===== src/rtl/hps_regs.svh =====
// Timing figures and reset values of the handset power sequencer.
// Assumes a single 200 MHz timebase; all times are in microseconds.
`ifndef HPS_REGS_SVH
`define HPS_REGS_SVH

`define HPS_CLK_MHZ        200
`define HPS_DEBOUNCE_US    32000
`define HPS_RESET_DLY_US   20000
`define HPS_REG_STD_US     125
`define HPS_REG_OPT_US     10000
`define HPS_HOLD_US        500000
`define HPS_US_TO_CYC(us)  ((us) * `HPS_CLK_MHZ)

// Inputs idle with key released and charger absent
`define HPS_IN_RESET       7'h20
// Regulators off, host reset low, interrupt inactive
`define HPS_OUT_RESET      4'h1
`define HPS_IN_WIDTH       7
`define HPS_KEY_BIT        6
`define HPS_CHG_BIT        5
`define HPS_TIMER_WIDTH    32

`endif


===== src/rtl/hps_pkg.sv =====
// Types shared by the handset power sequencer.
// Field order of the pin structs matches the reset values in the header.
package hps_pkg;

   typedef struct packed {
      logic power_key_input;
      logic charger_detect_n;
      logic host_power_hold;
      logic first_above_upper;
      logic first_above_lower;
      logic second_above_upper;
      logic second_above_lower;
   } hps_inputs_type;

   typedef struct packed {
      logic first_regulator_enable;
      logic second_regulator_enable;
      logic host_reset_n;
      logic power_key_irq_n;
   } hps_outputs_type;

   typedef enum logic [3:0] {
      ST_OFF,
      ST_WAIT_FIRST,
      ST_REG_DLY,
      ST_WAIT_SECOND,
      ST_RST_DLY,
      ST_HOLD_WAIT,
      ST_ON,
      ST_DOWN_RST,
      ST_DOWN_SECOND,
      ST_DOWN_REG
   } hps_state_type;

endpackage


===== src/rtl/hps_sequencer.sv =====
// Power-up and power-down sequencer of a handset power manager.
// Assumes all pins and comparator outputs are asynchronous to clk.
`timescale 1ns/1ps
`include "hps_regs.svh"

// Contract
// - Each of the two regulators has an internal good flag that sets above the upper threshold and clears below the lower one.
// - A good flag follows its threshold crossing within 10 us, typically 6 us.
// - Power key and charger detect count only after staying stable for the debounce time of 32 ms.
// - Host reset is released one reset delay of 20 ms after the second good flag rises.
// - On power-down the second regulator is disabled one reset delay after host reset goes low.
// - The second regulator is enabled one regulator delay of 125 us after the first good flag rises.
// - On power-down the first regulator is disabled one regulator delay after the second good flag falls.
// - A factory strap selects an optional regulator delay of 10 ms instead of the standard one.
// - A power-hold timer of 500 ms starts when host reset goes high, and the host must raise power-hold before it ends.
// - A debounced key press asserts the key interrupt and enables the first regulator.
// - Power-hold in time clears the interrupt; a timeout clears it, asserts host reset and powers down.
// - Either good flag falling drives host reset low at once and leads to shutdown.
// - While the charger is present there is no power-down, and a charger start raises no interrupt; the code still powers down when a good flag falls.
module hps_sequencer #(
   parameter int unsigned DEBOUNCE_CYCLES = `HPS_US_TO_CYC(`HPS_DEBOUNCE_US),
   parameter int unsigned RESET_CYCLES    = `HPS_US_TO_CYC(`HPS_RESET_DLY_US),
   parameter int unsigned REG_STD_CYCLES  = `HPS_US_TO_CYC(`HPS_REG_STD_US),
   parameter int unsigned REG_OPT_CYCLES  = `HPS_US_TO_CYC(`HPS_REG_OPT_US),
   parameter int unsigned HOLD_CYCLES     = `HPS_US_TO_CYC(`HPS_HOLD_US)
) (
   // Clock and reset
   input  wire logic                     clk,
   input  wire logic                     reset,
   // Factory strap: high selects the optional regulator delay
   input  wire logic                     delay_option,
   // Pins and comparator outputs
   input  wire hps_pkg::hps_inputs_type  pins,
   // Regulator enables, host reset and key interrupt
   output hps_pkg::hps_outputs_type      outs
);

   if (DEBOUNCE_CYCLES < 2 || RESET_CYCLES < 2 || REG_STD_CYCLES < 2 ||
       REG_OPT_CYCLES < 2 || HOLD_CYCLES < 2) begin : g_bad_param
      $error("hps_sequencer: every delay needs at least two cycles");
   end

   logic [`HPS_IN_WIDTH-1:0]    sync1;
   logic [`HPS_IN_WIDTH-1:0]    sync2;
   logic [`HPS_IN_WIDTH-1:0]    sync3;
   logic [`HPS_IN_WIDTH-1:0]    filt;
   logic [1:0]                  deb;
   logic [`HPS_TIMER_WIDTH-1:0] deb_cnt [2];
   logic [1:0]                  good;
   logic                        opt_sel;
   logic                        irq_n;
   logic [`HPS_TIMER_WIDTH-1:0] timer;
   hps_pkg::hps_state_type      state;
   hps_pkg::hps_state_type      next_state;
   hps_pkg::hps_inputs_type     f;
   logic                        key_db;
   logic                        charger_n_db;
   logic                        timer_done;

   assign f            = filt;
   assign key_db       = deb[1];
   assign charger_n_db = deb[0];

   // Three-stage synchroniser; a change is taken once stages two and three agree
   always_ff @(posedge clk) begin
      if (reset) begin
         sync1 <= `HPS_IN_RESET;
         sync2 <= `HPS_IN_RESET;
         sync3 <= `HPS_IN_RESET;
      end else begin
         sync1 <= pins;
         sync2 <= sync1;
         sync3 <= sync2;
      end
   end

   // Filtered level per input
   for (genvar i = 0; i < `HPS_IN_WIDTH; i++) begin : g_filt
      always_ff @(posedge clk) begin
         if (reset) begin
            filt[i] <= 1'((`HPS_IN_RESET) >> i);
         end else if (sync2[i] == sync3[i]) begin
            filt[i] <= sync3[i];
         end
      end
   end

   // Debounce key (index 1) and charger (index 0); only a full stable span flips the level
   for (genvar j = 0; j < 2; j++) begin : g_deb
      localparam int BIT = (j == 1) ? `HPS_KEY_BIT : `HPS_CHG_BIT;
      always_ff @(posedge clk) begin
         if (reset) begin
            deb[j]     <= 1'((`HPS_IN_RESET) >> BIT);
            deb_cnt[j] <= '0;
         end else if (filt[BIT] == deb[j]) begin
            deb_cnt[j] <= '0; // Glitch restarts the span
         end else if (deb_cnt[j] == DEBOUNCE_CYCLES - 1) begin
            deb[j]     <= filt[BIT];
            deb_cnt[j] <= '0;
         end else begin
            deb_cnt[j] <= deb_cnt[j] + 1'b1;
         end
      end
   end

   // Good flags with hysteresis; sync path is a few cycles, well inside 10 us
   always_ff @(posedge clk) begin
      if (reset) begin
         good <= 2'h0;
      end else begin
         if (f.first_above_upper) begin
            good[0] <= 1'b1;
         end else if (!f.first_above_lower) begin
            good[0] <= 1'b0;
         end
         if (f.second_above_upper) begin
            good[1] <= 1'b1;
         end else if (!f.second_above_lower) begin
            good[1] <= 1'b0;
         end
      end
   end

   // Strap caught while reset is held; it must not change in service
   always_ff @(posedge clk) begin
      if (reset) begin
         opt_sel <= delay_option;
      end
   end

   // Delay that applies to a given state
   function automatic logic [`HPS_TIMER_WIDTH-1:0] delay_of(input hps_pkg::hps_state_type s,
                                                           input logic opt);
      case (s)
         hps_pkg::ST_REG_DLY,
         hps_pkg::ST_DOWN_REG:  delay_of = opt ? REG_OPT_CYCLES : REG_STD_CYCLES;
         hps_pkg::ST_RST_DLY,
         hps_pkg::ST_DOWN_RST:  delay_of = RESET_CYCLES;
         hps_pkg::ST_HOLD_WAIT: delay_of = HOLD_CYCLES;
         default:               delay_of = '1;
      endcase
   endfunction

   assign timer_done = (timer == delay_of(state, opt_sel) - 1'b1);

   // Shared timer restarts on every state change
   always_ff @(posedge clk) begin
      if (reset || state != next_state) begin
         timer <= '0;
      end else if (timer != '1) begin
         timer <= timer + 1'b1;
      end
   end

   // Sequence control
   always_comb begin
      next_state = state;
      case (state)
         hps_pkg::ST_OFF: begin
            if (key_db || !charger_n_db) begin
               next_state = hps_pkg::ST_WAIT_FIRST;
            end
         end
         hps_pkg::ST_WAIT_FIRST: begin
            if (good[0]) begin
               next_state = hps_pkg::ST_REG_DLY;
            end
         end
         hps_pkg::ST_REG_DLY: begin
            if (!good[0]) begin
               next_state = hps_pkg::ST_DOWN_RST;
            end else if (timer_done) begin
               next_state = hps_pkg::ST_WAIT_SECOND;
            end
         end
         hps_pkg::ST_WAIT_SECOND: begin
            if (!good[0]) begin
               next_state = hps_pkg::ST_DOWN_RST;
            end else if (good[1]) begin
               next_state = hps_pkg::ST_RST_DLY;
            end
         end
         hps_pkg::ST_RST_DLY: begin
            if (good != 2'h3) begin
               next_state = hps_pkg::ST_DOWN_RST;
            end else if (timer_done) begin
               next_state = hps_pkg::ST_HOLD_WAIT;
            end
         end
         hps_pkg::ST_HOLD_WAIT: begin
            if (good != 2'h3) begin
               next_state = hps_pkg::ST_DOWN_RST;
            end else if (f.host_power_hold) begin
               next_state = hps_pkg::ST_ON;
            end else if (timer_done) begin
               // Charger keeps the set running despite a missing hold
               next_state = charger_n_db ? hps_pkg::ST_DOWN_RST : hps_pkg::ST_ON;
            end
         end
         hps_pkg::ST_ON: begin
            if (good != 2'h3) begin
               next_state = hps_pkg::ST_DOWN_RST;
            end else if (!f.host_power_hold && charger_n_db) begin
               next_state = hps_pkg::ST_DOWN_RST;
            end
         end
         hps_pkg::ST_DOWN_RST: begin
            if (timer_done) begin
               next_state = hps_pkg::ST_DOWN_SECOND;
            end
         end
         hps_pkg::ST_DOWN_SECOND: begin
            if (!good[1]) begin
               next_state = hps_pkg::ST_DOWN_REG;
            end
         end
         hps_pkg::ST_DOWN_REG: begin
            if (timer_done) begin
               next_state = hps_pkg::ST_OFF;
            end
         end
         default: next_state = hps_pkg::ST_OFF;
      endcase
   end

   always_ff @(posedge clk) begin
      if (reset) begin
         state <= hps_pkg::ST_OFF;
      end else begin
         state <= next_state;
      end
   end

   // Interrupt only on a key start; a charger start leaves it high
   always_comb begin
      irq_n = outs.power_key_irq_n;
      if (state == hps_pkg::ST_OFF && key_db) begin
         irq_n = 1'b0;
      end else if (state == hps_pkg::ST_HOLD_WAIT && next_state != state) begin
         irq_n = 1'b1;
      end else if (next_state == hps_pkg::ST_DOWN_RST || next_state == hps_pkg::ST_OFF) begin
         irq_n = 1'b1;
      end
   end

   // Outputs decoded from the next state so every pin is a flop
   always_ff @(posedge clk) begin
      if (reset) begin
         outs <= `HPS_OUT_RESET;
      end else begin
         outs.first_regulator_enable  <= (next_state != hps_pkg::ST_OFF);
         outs.second_regulator_enable <= (next_state == hps_pkg::ST_WAIT_SECOND) ||
                                         (next_state == hps_pkg::ST_RST_DLY) ||
                                         (next_state == hps_pkg::ST_HOLD_WAIT) ||
                                         (next_state == hps_pkg::ST_ON) ||
                                         (next_state == hps_pkg::ST_DOWN_RST && outs.second_regulator_enable);
         outs.host_reset_n            <= (next_state == hps_pkg::ST_HOLD_WAIT) ||
                                         (next_state == hps_pkg::ST_ON);
         outs.power_key_irq_n         <= irq_n;
      end
   end

   a_good_hyst: assert property (@(posedge clk) disable iff (reset)
      f.first_above_upper |=> good[0]) else $error("first good flag did not set");
   a_flag_latency: assert property (@(posedge clk) disable iff (reset)
      $fell(pins.second_above_lower) ##1 !pins.second_above_lower[*3] |-> ##[0:4] !good[1])
      else $error("second good flag slow to fall");
   a_deb_span: assert property (@(posedge clk) disable iff (reset)
      $changed(deb[1]) |-> $past(deb_cnt[1]) == DEBOUNCE_CYCLES - 1) else $error("key debounce too short");
   a_reset_release: assert property (@(posedge clk) disable iff (reset)
      $rose(outs.host_reset_n) |-> $past(state) == hps_pkg::ST_RST_DLY && $past(timer) == RESET_CYCLES - 1)
      else $error("host reset released at wrong time");
   a_second_off: assert property (@(posedge clk) disable iff (reset)
      $fell(outs.second_regulator_enable) |-> $past(state) == hps_pkg::ST_DOWN_RST &&
      $past(timer) == RESET_CYCLES - 1) else $error("second regulator off at wrong time");
   a_second_on: assert property (@(posedge clk) disable iff (reset)
      $rose(outs.second_regulator_enable) |-> $past(state) == hps_pkg::ST_REG_DLY &&
      $past(timer) == (opt_sel ? REG_OPT_CYCLES : REG_STD_CYCLES) - 1) else $error("second regulator early");
   a_first_off: assert property (@(posedge clk) disable iff (reset)
      $fell(outs.first_regulator_enable) |-> $past(state) == hps_pkg::ST_DOWN_REG && !good[1])
      else $error("first regulator off out of order");
   a_hold_timeout: assert property (@(posedge clk) disable iff (reset)
      state == hps_pkg::ST_HOLD_WAIT && timer == HOLD_CYCLES - 1 && !f.host_power_hold && charger_n_db
      && good == 2'h3 |=> !outs.host_reset_n && outs.power_key_irq_n) else $error("hold timeout ignored");
   a_hold_clears_irq: assert property (@(posedge clk) disable iff (reset)
      state == hps_pkg::ST_HOLD_WAIT && f.host_power_hold |=> outs.power_key_irq_n && outs.host_reset_n)
      else $error("interrupt not cleared by hold");
   a_key_start: assert property (@(posedge clk) disable iff (reset)
      state == hps_pkg::ST_OFF && key_db |=> outs.first_regulator_enable && !outs.power_key_irq_n)
      else $error("key press did not start up");
   a_fault_reset: assert property (@(posedge clk) disable iff (reset)
      state == hps_pkg::ST_ON && !good[0] |=> !outs.host_reset_n ##1 !outs.host_reset_n)
      else $error("fault did not assert host reset");
   a_charger_keeps: assert property (@(posedge clk) disable iff (reset)
      state == hps_pkg::ST_ON && !charger_n_db && good == 2'h3 |=> outs.host_reset_n)
      else $error("shutdown with charger present");

endmodule


===== config.mk =====
export PLATFORM = sky130hd
export DESIGN_NAME = hps_sequencer
export DESIGN_NICKNAME = d
export VERILOG_FILES = /design/src/rtl/hps_pkg.sv /design/src/rtl/hps_sequencer.sv
export VERILOG_INCLUDE_DIRS = /design/src /design/src/rtl
export SDC_FILE = /design/constraint.sdc
export NUM_CORES = 1
export LEC_CHECK = 0
export ABC_CLOCK_PERIOD_IN_PS = 9600
export BUFFER_PORTS_ARGS = -buffer_cell sky130_fd_sc_hd__buf_2
export CELL_PAD_IN_SITES_DETAIL_PLACEMENT = 1
export CELL_PAD_IN_SITES_GLOBAL_PLACEMENT = 1
export CORE_AREA = 2 2 128 130
export CTS_BUF_LIST = sky130_fd_sc_hd__clkbuf_8
export CTS_CLUSTER_DIAMETER = 30
export CTS_CLUSTER_SIZE = 20
export DETAILED_ROUTE_END_ITERATION = 10
export DIE_AREA = 0 0 130 132
export MAX_ROUTING_LAYER = met4
export PLACE_DENSITY_LB_ADDON = 0.1
export SYNTH_ARGS = -nofsm -noshare
export SYNTH_HDL_FRONTEND = slang
export SYNTH_SLANG_ARGS = --single-unit

===== constraint.sdc =====
create_clock -name clk -period 9.6 [get_ports clk]
set_input_delay 0.96 -clock clk [delete_from_list [all_inputs] [get_ports clk]]
set_output_delay 0.96 -clock clk [all_outputs]
set_load 0.05 [all_outputs]

### Yosys cells after proc, flatten, opt, wreduce, memory -nomap -nowiden

Memory sizes are Yosys's and may differ from the RTL's.
Cells that the tools add are included.

| operators by class | value |
|---|---|
| $add $sub $neg | 4 |
| equality and inequality tests | 32 |
| muxes and demuxes | 57 |
| bitwise gates (word level) | 8 |
| reductions and logical operators | 22 |

Operators with widths:

| operator | count |
|---|---|
| $mux 32 | 6 |
| $add 32x1->32 const B | 3 |
| $pmux 32 s3 | 1 |
| $eq 32x23->1 const B | 2 |
| $mux 4 | 16 |
| $pmux 4 s10 | 1 |
| $eq 32x32->1 | 1 |
| $eq 4x3->1 const B | 8 |
| $mux 1 | 32 |
| $ne 32x32->1 const B | 1 |
| $sub 32x1->32 const B | 1 |
| $mux 21 | 1 |
| $eq 4x2->1 const B | 3 |
| $eq 1x1->1 | 9 |
| $eq 4x4->1 const B | 2 |
| $logic_not 4->1 | 2 |
| $logic_or 1x1->1 | 8 |
| $ne 4x4->1 | 2 |
| $or 1x1->1 | 6 |
| $eq 4x1->1 const B | 1 |
| $logic_and 1x1->1 | 4 |
| $ne 2x1->1 const B | 2 |
| $reduce_and 2->1 | 2 |
| $reduce_bool 4->1 | 1 |
| 5 further kinds | 8 |

| word-level totals | value |
|---|---|
| bits in registers | 73 |
| memory bits (writable) | 64 |
| input bits | 10 |
| output and inout bits | 4 |
| word-level logic and storage cells | 145 |
| memories kept | 1 |

Memory list:

| memory | depth | bits a word | read ports | clocked after Yosys merged registers in | write ports | line | RTL |
|---|---|---|---|---|---|---|---|
| deb_cnt | 2 | 32 | 2 | 0 | 2 | hps_sequencer.sv:48 | `` logic [`HPS_TIMER_WIDTH-1:0] deb_cnt [2]; `` |

### Longest topological paths before layout

| depth | value |
|---|---|
| depth after elaboration | 14 |
| depth in mapped cells | 15 |
| gate-level depth less buffers | 13 |

### Worst setup path before layout

OpenSTA, ideal clock, no wires.

| timing path | value |
|---|---|
| path type | reg2reg |
| start | register state[1] |
| end | register timer[10] |
| library setup time | 0.115 ns |
| data arrival time | 3.545 ns |
| required time | 9.485 ns |
| path slack | 5.941 ns |
| stages on the path, launching flop included | 16 |
| path buffers | 2 |
| clock period less this slack | 3.659 ns |
| cell sequence | dfxtp_1 -> buf_2 -> and4bb_2 -> o21ai_0 -> o21ai_0 -> ha_1 -> xor2_1 -> o32ai_1 -> o41ai_1 -> nand3_1 -> nor4_4 -> mux2i_1 -> mux2_2 -> nand2_4 -> buf_6 -> nor2_1 |

| between the ends | value |
|---|---|
| cells in the longest elaborated chain, start to end | 11 |
| elaborated cells on any way between the ends | 34 |
| classes of those cells | add/sub: 1; eq/ne: 11; mux: 18; reduce/logical: 4 |

RTL lines:

| what | line | RTL |
|---|---|---|
| from (decl) | hps_sequencer.sv:53 | `hps_pkg::hps_state_type state;` |
| from (signal assigned) | hps_sequencer.sv:228 | `state <= hps_pkg::ST_OFF;` |
| from (signal assigned) | hps_sequencer.sv:230 | `state <= next_state;` |
| $eq 4x3->1, or another cell as far along | hps_sequencer.sv:134, hps_sequencer.sv:158 |  |
| $reduce_or 2->1 | hps_sequencer.sv:134 | `case (s)` |
| $pmux 32 s3 | hps_sequencer.sv:134 |  |
| $sub 32x1->32 | hps_sequencer.sv:144 | `assign timer_done = (timer == delay_of(state, opt_sel) - 1'b1);` |
| $eq 32x32->1 | hps_sequencer.sv:144 |  |
| $mux 4 | hps_sequencer.sv:195 | `end else if (timer_done) begin` |
| $mux 4 | hps_sequencer.sv:193 | `end else if (f.host_power_hold) begin` |
| $mux 4 | hps_sequencer.sv:191 | `if (good != 2'h3) begin` |
| $pmux 4 s10 | hps_sequencer.sv:158 | `case (state)` |
| $ne 4x4->1 (*) | hps_sequencer.sv:148 | `if (reset \|\| state != next_state) begin` |
| $logic_or 1x1->1 (*) | hps_sequencer.sv:148 |  |
| to (signal assigned) | hps_sequencer.sv:151 | `timer <= timer + 1'b1;` |
| to (decl) | hps_sequencer.sv:52 | `` logic [`HPS_TIMER_WIDTH-1:0] timer; `` |

Mark *: on every way between the ends. The rest lies on a longest branch, timed or not.
A chain may end at the register's enable or synchronous reset.

### Final worst setup path

| timing path | value |
|---|---|
| start | register state[1] |
| end | register timer[24] |

Same word-level chain as after synthesis.

==> run_results.csv <==
group,metric,value,unit
layout,num_antenna_cells,0,
routing,vias,5358,
layout,fin_nets,833,
layout,final_layout_size_suffix_gt1_frac,0.0733,
synthesis,ys_top_cells_by_area,"edfxtp_1 28%, dfxtp_1 21%, xor2_1 7.5%",
floorplan,dieArea,17200,um^2
pwr,power_density,187,nW/um^2
clock_tree,ctsHoldBuffers,0,
global_route,grt_use_met3,0.0361,
setup_path,arrival,5.38,ns
sta,rsz0062_at_grt,"false",
setup_path,worstSetupEndpointType,"flop",
setup_path,cpMostUsedCell,"o21ai_0",
layout,final_cell_count_no_fill,1048,
global_route,top_usage_layer,"met2",
place,dp_slack,4.62,ns
pwr,power,1470,uW
global_route,antenna_found_initial,0,
synthesis,synth_commonest_cells,"135 x nor2_1, 72 x dfxtp_1, 65 x edfxtp_1, 60 x xor2_1, 55 x nand2_1",
sta,hold_violations,0,
synthesis,synth_edf_count,65,
global_route,grt_pass1_vias,5664,
setup_path,crit_type,"flop to flop",
flow_run,cap_violations,0,
routing,drt-wirelength-per-cell,14.8,um
synthesis,ys.flop_type,"dfxtp_1",
sta,setup_viol,0,
synthesis,synth_top_cell_by_area,"edfxtp_1",
sta,tns,0,ns
routing,avgViaCountPerCell,5.11,
global_route,overflow,0,
sta,finalMaxSlewViolations,0,
setup_path,critPathRequiredTime,9.92,ns
floorplan,io_pins,14,
global_route,use_met2,0.307,
place,place_congestion,0.850,
layout,area_delta_synth_final,12.2,%
global_route,grt_pass1_wl,26700,um
layout,fillers,1840,
worst_hold_path,holdCritPathClass,"flop to flop",
routing,drt-pass1-iter-count,4,
pwr,vdd_drop_max,90.8,uV
place,io_buffers,13,
setup_path,cp_top_family,"simple AND/OR/NAND/NOR gates",
clock_tree,post_cts_buffers,0,
sta,fmax,0.198,GHz
setup_path,critPathBufInv,0,
clock_tree,cts_buffers,17,
sta,tightest_slew,1.12,ns
synthesis,syn_inst,757,
setup_path,cp_max_fo,32,
floorplan,start_util,0.447,
routing,wl,15500,um
setup_path,cp-start-kind,"flop",
routing,drt_iter0_drc,360,
pwr,p_leak,0.00271,uW
place,dp_hpwl,10800,um
clock_tree,h-tree-depth,4,
sta,relSlewSlack,0.254,
clock_tree,cts_num_sinks,137,
sta,finClkSkew,0.0118,ns
synthesis,synthDistinctLibCells,65,
global_route,use_met1,0.257,
place,dp_cells,1016,
clock_tree,cts_buffer_depth,2,
global_route,grt_max_degree,44,
synthesis,avgSynthCellArea,9.27,um^2
setup_path,max_stage_delay,0.99,ns
synthesis,yosys.area.top_type_share,0.278,
clock_tree,clk_latency,0.45,ns
synthesis,seq_area_frac_synth,0.484,
sta,period_share,0.527,
global_route,grt_usage,0.197,
setup_path,path_cells,"nor4b_2 -> o21ai_0 -> o21ai_0 -> ha_1 -> xor2_1 -> nor2_1 -> a2111oi_0 -> o21ai_1 -> nor4_4 -> mux2i_1 -> mux2_2 -> nand2_4 -> nor3_1",
clock_tree,cts_root_buffer,"clkbuf_8",
floorplan,core_area,15700,um^2
clock_tree,clk_pin_slew,0.08,ns
routing,drc_errors,0,
floorplan,dieWidth,130,um
floorplan,die_h,132,um
clock_tree,ctsResizeCount,0,
outcome,run_status,"complete, no violations",
clock_tree,cts_tree,"yes",
routing,postRouteAntennaNets,0,
setup_path,slowest_stage,"dfxtp_1",
synthesis,yosys_warnings,0,
synthesis,ys_ff_latch,137,
floorplan,rows,46,
synthesis,yosysMostFrequentCell,"nor2_1",
sta,fin_crit,5.06,ns
synthesis,async_reset_ff_frac,0,
sta,fin_ws,4.54,ns
synthesis,synth_area,7020,um^2
[metrics by stage]
step	cell area [um^2]	utilization	hold slack (ns)
after floorplan	7250	-	0.389
after global placement	7430	0.473	0.420
after detailed placement	7430	0.473	0.430
after CTS	7870	0.501	0.457
after global routing	7870	0.501	0.468
final	7870	0.501	0.448
[sequential cells by signal (all words and copies together), names as in the netlist, 2 cells and up]
register and cells:
good 2, sync1 7, state 4, f 7, sync3 7, timer 32, deb_cnt 64, sync2 7
outs 4
[power by group]
part | internal, uW | leakage (uW) | switching (uW)
registers | 635 | 0.00126 | 50.9
clock network | 292 | 0.000229 | 239
logic | 94.3 | 0.00122 | 160
total | 1020 | 0.00271 | 449
[cells by family (layout without fill, tap and decap cells)]
family | after synthesis | after routing | synth area share
compound gates | 79 | 79 | 0.0733
xor+xnor | 96 | 96 | 0.120
fa+ha+maj | 4 | 4 | 0.00713
buf+inv | 54 | 66 | 0.0333
flops | 137 | 137 | 0.484
mux | 7 | 7 | 0.0102
other cells | 1 | 64 | 0.000534
simple gates | 379 | 379 | 0.272
[cell usage in the layout (no fill, tap or decap), types with 18 or more instances in the layout]
cell type	n
nand3_1	43
conb_1	64
o21ai_0	20
dfxtp_1	72
xnor2_1	36
clkbuf_8	18
edfxtp_1	65
xor2_1	60
nor2b_1	23
nand4_1	20
nand2_1	55
inv_1	21
nor2_1	135
a21oi_1	20
nor3_1	21
[final cells by class]
cell class	count	area [um^2]	share of cell area
multi-input combinational	629	3630	0.461
sequential	137	3390	0.431
tap	216	270	0.0343
clock buffer	18	248	0.0315
clock inverter	14	190	0.0242
inverter	21	78.8	0.0100
timing repair buffer	13	65.1	0.00826
[path summary, 6_finish.rpt]
| kind | cells after the start | start | end | slack [ns] |
|---|---|---|---|---|
| setup / recovery | 13 | state[1] | timer[24] | 4.54 |
| hold / removal | 1 | sync1[2] | sync2[2] | 0.45 |
| setup reg to reg | 13 | state[1] | timer[24] | 4.54 |
| hold reg to reg | 1 | sync1[2] | sync2[2] | 0.45 |
[metal layers]
layer | share of wire | vias to the layer above
li1 | - | 2696
met1 | 0.50 | 2591
met2 | 0.46 | 50
met3 | 0.024 | 21
met4 | 0.016 | 0
met5 | 0 | -
Power figures use the tool's default switching activity.
